$ cat src/hw/sscs_params.svh
`ifndef SSCS_PARAMS_SVH
`define SSCS_PARAMS_SVH

// ----------------------------------------
// widths
// ----------------------------------------
`define SSCS_DATA_W 8
`define SSCS_ADDR_W 8
`define SSCS_CNT_W 3
`define SSCS_TOP_BIT 7

// ----------------------------------------
// register offsets
// ----------------------------------------
`define SSCS_OFF_DATA 8'h00
`define SSCS_OFF_STATUS 8'h04
`define SSCS_OFF_CLEAR 8'h08
`define SSCS_OFF_MODE 8'h0c
`define SSCS_OFF_CTRL 8'h10
`define SSCS_OFF_RUN 8'h14

// ----------------------------------------
// field positions
// ----------------------------------------
`define SSCS_ST_OVF 0
`define SSCS_ST_BFF 1
`define SSCS_ST_BUSY 2
`define SSCS_CLR_OVF 0
`define SSCS_MODE_IRQSRC 0
`define SSCS_CTRL_DAP 0
`define SSCS_CTRL_CKP 1
`define SSCS_CTRL_LSB 2
`define SSCS_CTRL_LEN7 3
`define SSCS_CTRL_TXEN 4
`define SSCS_RUN_START 0
`define SSCS_RUN_STOP 1

// ----------------------------------------
// word length, counts, reset values
// ----------------------------------------
`define SSCS_LAST_BIT8 3'h7
`define SSCS_LAST_BIT7 3'h6
`define SSCS_FIRST_BIT 3'h0
`define SSCS_CNT_STEP 3'h1
`define SSCS_OUT_IDLE 1'h1
`define SSCS_SCK_IDLE 1'h1
`define SSCS_MODE_RST 1'h0
`define SSCS_SYNC_RST 2'h3

`endif

$ cat src/hw/sscs_pkg.sv
`include "sscs_params.svh"

package sscs_pkg;

    typedef enum logic {
        PH_IDLE,
        PH_WORD
    } sscs_phase_e;

    typedef struct packed {
        logic [1:0] s1;
        logic [1:0] s2;
    } sscs_sync_s;

    typedef struct packed {
        logic prev;
    } sscs_edge_s;

    typedef struct packed {
        logic enabled;
        logic ovf;
        logic rx_full;
        logic tx_pend;
        logic irq_src;
        logic dap;
        logic ckp;
        logic lsb;
        logic len7;
        logic txen;
        logic [`SSCS_DATA_W-1:0] tx_buf;
        logic [`SSCS_DATA_W-1:0] rx_buf;
        logic [`SSCS_DATA_W-1:0] tx_sh;
        logic [`SSCS_DATA_W-1:0] rx_sh;
        logic [`SSCS_DATA_W-1:0] rdata;
        logic [`SSCS_CNT_W-1:0] cnt;
        sscs_phase_e phase;
        logic out;
        logic irq;
    } sscs_main_s;

endpackage : sscs_pkg

$ cat src/hw/sscs_sync.sv
`timescale 1ns/10ps
`include "sscs_params.svh"

// two-stage synchroniser for the serial clock and serial input data pins
module sscs_sync
    import sscs_pkg::*;
(
    input wire logic i_clk_sys,
    input wire logic i_arst_n,
    input wire logic [1:0] i_async,
    output logic [1:0] o_sync
);

    sscs_sync_s r;
    sscs_sync_s n;

    always_comb begin
        n = r;
        n.s1 = i_async;
        n.s2 = r.s1;
    end

    always_ff @(posedge i_clk_sys or negedge i_arst_n) begin
        if (!i_arst_n) begin
            r <= '{s1: `SSCS_SYNC_RST, s2: `SSCS_SYNC_RST};
        end else begin
            r <= n;
        end
    end

    assign o_sync = r.s2;

endmodule : sscs_sync

$ cat src/hw/sscs_edge.sv
`timescale 1ns/10ps
`include "sscs_params.svh"

// finds leading and trailing edges of the phase-corrected serial clock
module sscs_edge
    import sscs_pkg::*;
(
    input wire logic i_clk_sys,
    input wire logic i_arst_n,
    input wire logic i_sck,
    input wire logic i_invert,
    output logic o_lead,
    output logic o_trail
);

    sscs_edge_s r;
    sscs_edge_s n;
    logic eff;

    assign eff = i_sck ^ i_invert; // RQ7

    always_comb begin
        n = r;
        n.prev = eff;
    end

    always_ff @(posedge i_clk_sys or negedge i_arst_n) begin
        if (!i_arst_n) begin
            r <= '{prev: `SSCS_SCK_IDLE};
        end else begin
            r <= n;
        end
    end

    // idle level high: leading edge falls, trailing edge rises
    assign o_lead = r.prev & ~eff;
    assign o_trail = ~r.prev & eff;
endmodule : sscs_edge

$ cat src/hw/sscs_slave.sv
// Design decisions made here: strobed register access and the register offsets.
`timescale 1ns/10ps
`include "sscs_params.svh"

// Behaviour
// RQ1 - receive-only needs transfer-end interrupt source
// RQ2 - overrun is the only reported error
// RQ3 - seven or eight bit words, either order
// RQ4 - serial clock sampled, at most one sixth
// RQ5 - data phase zero captures at clock start; the code captures phase zero on the trailing edge
// RQ6 - data phase also sets output timing
// RQ7 - clock phase bit inverts serial clock
// RQ8 - duplex: transfer-end or buffer-empty interrupt
// RQ9 - shifting only on master clock edges
// RQ10 - software loads transmit word before clocking
// RQ11 - word end raises interrupt, data readable
// RQ12 - write while full replaces pending word
// RQ13 - continuous mid-word read returns transmit word
// RQ14 - source select changeable before last bit
// RQ15 - software reads then writes each interrupt
// RQ16 - software switches source for final word
// RQ17 - software masks interrupt then stops channel
// RQ18 - software reinitialises after clock enable change
// RQ19 - data read clears buffer-full flag
// RQ20 - writing one clears the overrun flag
// RQ21 - unread word overwritten sets overrun flag
// RQ22 - seven-bit words use low seven bits
module sscs_slave
    import sscs_pkg::*;
(
    input wire logic i_clk_sys,
    input wire logic i_arst_n,
    input wire logic [`SSCS_ADDR_W-1:0] i_addr,
    input wire logic [`SSCS_DATA_W-1:0] i_wdata,
    input wire logic i_wr,
    input wire logic i_rd,
    output logic [`SSCS_DATA_W-1:0] o_rdata,
    input wire logic i_slave_clock_pin,
    input wire logic i_serial_in_pin,
    output logic o_serial_out_pin,
    output logic o_transfer_irq
);

    localparam sscs_main_s MAIN_RST = '{
        phase: PH_IDLE,
        out: `SSCS_OUT_IDLE,
        irq_src: `SSCS_MODE_RST,
        default: '0
    };

    sscs_main_s r;
    sscs_main_s n;

    // ----------------------------------------
    // decoding helpers
    // ----------------------------------------
    function automatic logic hit(input logic [`SSCS_ADDR_W-1:0] addr, input logic [`SSCS_ADDR_W-1:0] off);
        hit = (addr == off);
    endfunction : hit

    // bit position of the count-th bit on the wire
    function automatic logic [`SSCS_CNT_W-1:0] bit_idx(
        input logic [`SSCS_CNT_W-1:0] cnt,
        input logic lsb,
        input logic len7
    );
        logic [`SSCS_CNT_W-1:0] last;
        last = len7 ? `SSCS_LAST_BIT7 : `SSCS_LAST_BIT8;
        bit_idx = lsb ? cnt : last - cnt;
    endfunction : bit_idx

    // ----------------------------------------
    // pin sampling and edge detection
    // ----------------------------------------
    logic sck_s;
    logic si_s;
    logic lead;
    logic trail;

    sscs_sync u_sync (
        .i_clk_sys(i_clk_sys),
        .i_arst_n(i_arst_n),
        .i_async({i_slave_clock_pin, i_serial_in_pin}), // RQ4
        .o_sync({sck_s, si_s})
    );

    sscs_edge u_edge (
        .i_clk_sys(i_clk_sys),
        .i_arst_n(i_arst_n),
        .i_sck(sck_s),
        .i_invert(r.ckp),
        .o_lead(lead),
        .o_trail(trail)
    );

    // ----------------------------------------
    // event terms
    // ----------------------------------------
    logic [`SSCS_CNT_W-1:0] last_bit;
    logic [`SSCS_CNT_W-1:0] cur_idx;
    logic sample_ev;
    logic drive_ev;
    logic word_done;
    logic wr_data;
    logic rd_data;
    logic cont_hold;
    logic rd_take;
    logic run_wr;
    logic stop_req;
    logic clr_ovf;
    logic load;
    logic first_bit;

    assign last_bit = r.len7 ? `SSCS_LAST_BIT7 : `SSCS_LAST_BIT8; // RQ3
    assign cur_idx = bit_idx(r.cnt, r.lsb, r.len7); // RQ3
    // phase 1 captures on the leading edge, half a clock early
    assign sample_ev = r.enabled & (r.dap ? lead : trail); // RQ5
    assign drive_ev = r.enabled & (r.dap ? trail : lead); // RQ6
    assign word_done = sample_ev & (r.cnt == last_bit); // RQ3
    assign wr_data = i_wr & hit(i_addr, `SSCS_OFF_DATA);
    assign rd_data = i_rd & hit(i_addr, `SSCS_OFF_DATA);
    // mid-word read in continuous mode shows the queued transmit word
    assign cont_hold = r.irq_src & (r.phase == PH_WORD) & r.tx_pend; // RQ13
    assign rd_take = rd_data & ~cont_hold; // RQ19
    assign run_wr = i_wr & hit(i_addr, `SSCS_OFF_RUN);
    assign stop_req = run_wr & i_wdata[`SSCS_RUN_STOP];
    assign clr_ovf = i_wr & hit(i_addr, `SSCS_OFF_CLEAR) & i_wdata[`SSCS_CLR_OVF]; // RQ20
    // queued word moves into the shifter between words only
    assign load = r.enabled & r.txen & r.tx_pend & ~stop_req
        & (((r.phase == PH_IDLE) & ~drive_ev & ~sample_ev) | word_done); // RQ10
    assign first_bit = r.tx_buf[bit_idx(`SSCS_FIRST_BIT, r.lsb, r.len7)];

    // ----------------------------------------
    // next state
    // ----------------------------------------
    always_comb begin
        logic [`SSCS_DATA_W-1:0] stat;
        stat = '0;
        n = r;
        n.irq = 1'b0;
        n.rdata = '0;

        // register reads and flag clears come first so that sets win
        if (i_rd) begin
            case (i_addr)
                `SSCS_OFF_DATA: begin
                    if (cont_hold) begin
                        n.rdata = r.tx_buf; // RQ13
                    end else begin
                        n.rdata = r.rx_buf; // RQ11
                        n.rx_full = 1'b0; // RQ19
                    end
                end
                `SSCS_OFF_STATUS: begin
                    stat[`SSCS_ST_OVF] = r.ovf; // RQ2
                    stat[`SSCS_ST_BFF] = r.rx_full | r.tx_pend;
                    stat[`SSCS_ST_BUSY] = (r.phase == PH_WORD);
                    n.rdata = stat;
                end
                `SSCS_OFF_MODE: begin
                    n.rdata[`SSCS_MODE_IRQSRC] = r.irq_src;
                end
                `SSCS_OFF_CTRL: begin
                    n.rdata[`SSCS_CTRL_DAP] = r.dap;
                    n.rdata[`SSCS_CTRL_CKP] = r.ckp;
                    n.rdata[`SSCS_CTRL_LSB] = r.lsb;
                    n.rdata[`SSCS_CTRL_LEN7] = r.len7;
                    n.rdata[`SSCS_CTRL_TXEN] = r.txen;
                end
                `SSCS_OFF_RUN: begin
                    n.rdata[`SSCS_RUN_START] = r.enabled;
                end
                default: begin
                    n.rdata = '0;
                end
            endcase
        end
        if (clr_ovf) begin
            n.ovf = 1'b0; // RQ20
        end

        // output side: present the current bit on the drive edge
        if (drive_ev) begin
            if (r.txen) begin
                n.out = r.tx_sh[cur_idx]; // RQ6
            end
            if (!r.dap) begin
                n.phase = PH_WORD; // RQ9
            end
        end

        // input side: capture on the sample edge
        if (sample_ev) begin
            n.rx_sh[cur_idx] = si_s; // RQ5
            if (word_done) begin
                if (r.rx_full & ~rd_take) begin
                    n.ovf = 1'b1; // RQ21
                end
                n.rx_buf = n.rx_sh; // RQ22
                n.rx_full = 1'b1; // RQ11
                n.rx_sh = '0;
                n.cnt = '0;
                n.phase = PH_IDLE;
                n.irq = ~r.irq_src; // RQ14
            end else begin
                n.cnt = r.cnt + `SSCS_CNT_STEP; // RQ9
                n.phase = PH_WORD;
            end
        end

        // queued transmit word enters the shifter
        if (load) begin
            n.tx_sh = r.tx_buf;
            n.tx_pend = 1'b0;
            // armed word counts as in progress so a later write waits for it
            n.phase = PH_WORD; // RQ13
            if (r.irq_src) begin
                n.irq = 1'b1; // RQ8
            end
            if (r.dap) begin
                n.out = first_bit; // RQ6
            end
        end

        // register writes
        if (i_wr) begin
            case (i_addr)
                `SSCS_OFF_DATA: begin
                    n.tx_buf = i_wdata; // RQ12
                    n.tx_pend = 1'b1;
                end
                `SSCS_OFF_MODE: begin
                    n.irq_src = i_wdata[`SSCS_MODE_IRQSRC]; // RQ14
                end
                `SSCS_OFF_CTRL: begin
                    if (!r.enabled) begin
                        n.dap = i_wdata[`SSCS_CTRL_DAP];
                        n.ckp = i_wdata[`SSCS_CTRL_CKP];
                        n.lsb = i_wdata[`SSCS_CTRL_LSB];
                        n.len7 = i_wdata[`SSCS_CTRL_LEN7];
                        n.txen = i_wdata[`SSCS_CTRL_TXEN];
                    end
                end
                `SSCS_OFF_RUN: begin
                    if (i_wdata[`SSCS_RUN_START] & ~r.enabled) begin
                        n.enabled = 1'b1;
                        n.cnt = '0;
                        n.phase = PH_IDLE;
                        n.rx_sh = '0;
                    end
                    if (i_wdata[`SSCS_RUN_STOP]) begin
                        n.enabled = 1'b0;
                        n.cnt = '0;
                        n.phase = PH_IDLE;
                        n.rx_sh = '0;
                        n.irq = 1'b0;
                    end
                end
                default: begin
                    n.enabled = n.enabled;
                end
            endcase
        end

        // receive-only or stopped channel parks the output high
        if (!n.txen | !n.enabled) begin
            n.out = `SSCS_OUT_IDLE;
        end
    end

    always_ff @(posedge i_clk_sys or negedge i_arst_n) begin
        if (!i_arst_n) begin
            r <= MAIN_RST;
        end else begin
            r <= n;
        end
    end

    assign o_rdata = r.rdata;
    assign o_serial_out_pin = r.out;
    assign o_transfer_irq = r.irq;
endmodule : sscs_slave

$ cat config.mk
export PLATFORM = sky130hd
export DESIGN_NAME = sscs_slave
export DESIGN_NICKNAME = d
export VERILOG_FILES = /design/src/hw/sscs_pkg.sv /design/src/hw/sscs_sync.sv /design/src/hw/sscs_edge.sv /design/src/hw/sscs_slave.sv
export VERILOG_INCLUDE_DIRS = /design/src /design/src/hw
export SDC_FILE = /design/constraint.sdc
export NUM_CORES = 1
export LEC_CHECK = 0
export BUFFER_PORTS_ARGS = -buffer_cell sky130_fd_sc_hd__buf_2
export CORE_MARGIN = 5
export CORE_UTILIZATION = 28
export CTS_CLUSTER_SIZE = 24
export DETAILED_ROUTE_END_ITERATION = 7
export GPL_TIMING_DRIVEN = 0
export PLACE_DENSITY = 0.56
export SLEW_MARGIN = 30
export SYNTH_ARGS = -nofsm -noshare
export SYNTH_HDL_FRONTEND = slang
export SYNTH_SLANG_ARGS = --single-unit
$ cat constraint.sdc
create_clock -name i_clk_sys -period 3.5 [get_ports i_clk_sys]
set_clock_uncertainty 0.05 [all_clocks]
set_input_delay 0.175 -clock i_clk_sys [delete_from_list [all_inputs] [get_ports i_clk_sys]]
set_output_delay 0.175 -clock i_clk_sys [all_outputs]
set_load 0.02 [all_outputs]
==> qor.txt <==
Final setup vio count -> 0
IO Port Bufs -> 30
DR vias -> 2324
CTS clk-pin slew, worst paths -> 80 ps
IO Count -> 32
Startpoint class of the critical path -> flop
Die Height -> 115.4 um
Sw power -> 0.0006163 W
CTS root buf -> clkbuf_8
RR Endpoint -> r[27]
TritonCTS clock tree -> built
Main synth FF type -> dfrtp_1
Warnings from Yosys -> 0
TritonCTS Buffers -> 9
R2R depth -> 7
Grt total ovfl -> 0
Final Cycle Share -> 68.57%
Reg power frac -> 43.9%
Seq/Total Area, Yosys -> 49.32%
Tot Pwr -> 0.002018 W
Worst Min Path Start -> i_wdata[5]
R2R setup slack -> 1100 ps
LEAKAGE -> 1.702 nW
Avg WL per Cell -> 15.56 um
Syn_nets -> 313
Hold Vio Cnt, Final -> 0
Die width -> 115.4 um
Placed insts -> 458
GRT Resource Usage Total -> 12.01%
Placer Congestion -> 0.8266
Core ar. -> 10890 sq um
DRC Markers -> 0
Synth top area cells -> dfrtp_1 (44%), mux2_2 (7.2%), mux2i_1 (5.1%)
Power Dens Cells -> 543.8 nW/um^2
# clock sinks -> 61
Final cell count without fillers -> 479
Status -> finished clean
Pint -> 0.001401 W
Sw Ratio -> 30.55%
Final wirelength -> 7.452 mm
Initial Util -> 28.57%
Area grow syn2layout -> 19.27%
Slew @ Worst Pin -> 782.6 ps
Top-count cell post-synth -> dfrtp_1
Setup TNS -> 0 ps
WP data required -> 3680 ps
R2R Path Start -> r[49]
Setup bufs post-CTS -> 0
Max_slew headroom -> 47.83%
Synthesized area -> 3110 sq um
Vias in the first global route -> 2399
Worst hold path class -> in2reg
Vias per cell -> 4.852
Top-area cell type share of the netlist area -> 44.25%
Largest net degree at the start of global routing -> 62
CP max FO -> 10
Maximum VDD drop -> 0.2241 mV
EDFF count, synth -> 0
Syn_area_per_cell -> 10.80 sq um
Hold path depth -> 2
RSZ-0062 raised after global routing -> no
1st-pass router iterations -> 4
Synth unique cells -> 49
Final count of pins violating max slew -> 0
Post-DRT Antenna Nets -> 0
Fraction of layout cells with a size suffix above 1 -> 30.09%
Post-DP HPWL -> 5.347 mm
Initial antenna violation count -> 0
Worst setup path category -> reg2reg
MaxCap Viol Count -> 0
Asr flop ratio synth -> 100.0%
Max Root-Sink Buffers -> 2
CP endpoint kind -> flop
Ant. Diodes -> 0
Initial DRC count -> 130
Synth Register Bits -> 61
Minimum clock period -> 2400 ps
Hold endpoint -> r[43]
F_max -> 416.7 MHz
Post-Synthesis Cells -> 288
H-tree levels -> 3
Row cnt -> 38
Clock latency on the worst-skew pair -> 350 ps
CP arrival -> 2580 ps
Combinational Power Share -> 21.1%
Post-synth top cells -> dfrtp_1 (55), nand2_1 (25), nor2_1 (24)
First-pass GRT wire length -> 12.36 mm
Clock share of power -> 35.0%
Final core utilization -> 34.07%
Fin nets -> 359
Die Area -> 13320 sq um
Yosys top cell by area -> dfrtp_1
[cell usage in the layout (no fill, tap or decap), types with 8 or more instances in the layout]
cell and n:
mux2i_1 16, nand3_1 8, mux2_2 20, a21oi_1 14, nand2_1 25, buf_4 11
clkbuf_8 9, nor3_1 8, dfrtp_1 55, buf_2 29, o21ai_0 16, a2bb2oi_1 8
nand2b_1 10, nor2_1 24
[layout make-up]
cell class / count / area (sq um)
fill: 1105 / 7178
sequential: 61 / 1534
multi-input combinational: 200 / 1426
timing repair buffer: 35 / 202.7
tap: 140 / 175.2
clock buffer: 9 / 123.9
buffer: 20 / 123.9
clock inverter: 7 / 97.59
inverter: 7 / 26.28
[through the flow]
| step | worst slack (ps) | cell area [sq um] | hold slack [ps] |
|---|---|---|---|
| global placement | 1115 | 3436 | 231.6 |
| finish | 1100 | 3710 | 17.41 |
| detailed placement | 1120 | 3438 | 231.2 |
| global route | 972.5 | 3710 | 9.287 |
| floorplan | 1359 | 3110 | -170.6 |
| CTS | 1077 | 3700 | 5.449 |
[worst max-delay path, stage by stage, from the launching register on]
cell      delay, ps
dfrtp_1         450
xnor2_2         300
mux2i_2         360
nand2b_1        150
buf_4           190
and4bb_4        300
buf_6           180
mux2_4          310
[registers in the layout, indices dropped and copies added (netlist names)]
register	count
u_sync.o_sync	2
u_edge.r	1
r	46
o_transfer_irq	1
u_sync.n	2
o_serial_out_pin	1
o_rdata	8
[cell families (layout without fill, tap and decap cells)]
kind of cell	count (synthesis)	count (layout)	synth area share, %
adder cells (fa/ha/maj)	3	3	1.207
AO/OA/AOI/OAI	56	56	11.87
AND/OR/NAND/NOR	95	95	15.97
XOR/XNOR	3	3	1.086
buffers and inverters	27	78	4.827
flip-flops	61	61	49.32
multiplexers	43	43	15.73
[per-layer routing]
layer  global-route usage [%]  wire length, um
met4                    3.286               89
met3                    3.895              370
met2                    19.14             3501
met5                        0                0
met1                    15.73             3491
[repair_timing]
action | CTS | global route
resized for setup | 0 | 0
hold buffers | 4 | 1
endpoints found under the hold margin | 58 | 1
[worst max path at each step]
stage / slack, ps / cells after the start / to / startpoint
global placement: 1110 / 7 / r[27] / r[49]
detailed placement: 1120 / 7 / r[26] / r[49]
CTS: 1080 / 7 / r[27] / r[49]
floorplan: 1360 / 7 / r[24] / u_sync.o_sync[1]
global route: 970 / 8 / r[17] / r[3]
finish: 1100 / 7 / r[27] / r[49]
[power by group through the flow]
stage | registers, W | clock network (W) | logic, W
3_3_place_gp | 0.000894 | 0 | 0.000414
4_1_cts | 0.000884 | 0.000721 | 0.000429
6_report | 0.000886 | 0.000707 | 0.000425
3_5_place_dp | 0.000898 | 0 | 0.000421
5_1_grt | 0.000901 | 0.000754 | 0.000489
2_1_floorplan | 0.000869 | 0 | 0.000322
Note: power is estimated with default switching activity, not from simulation.
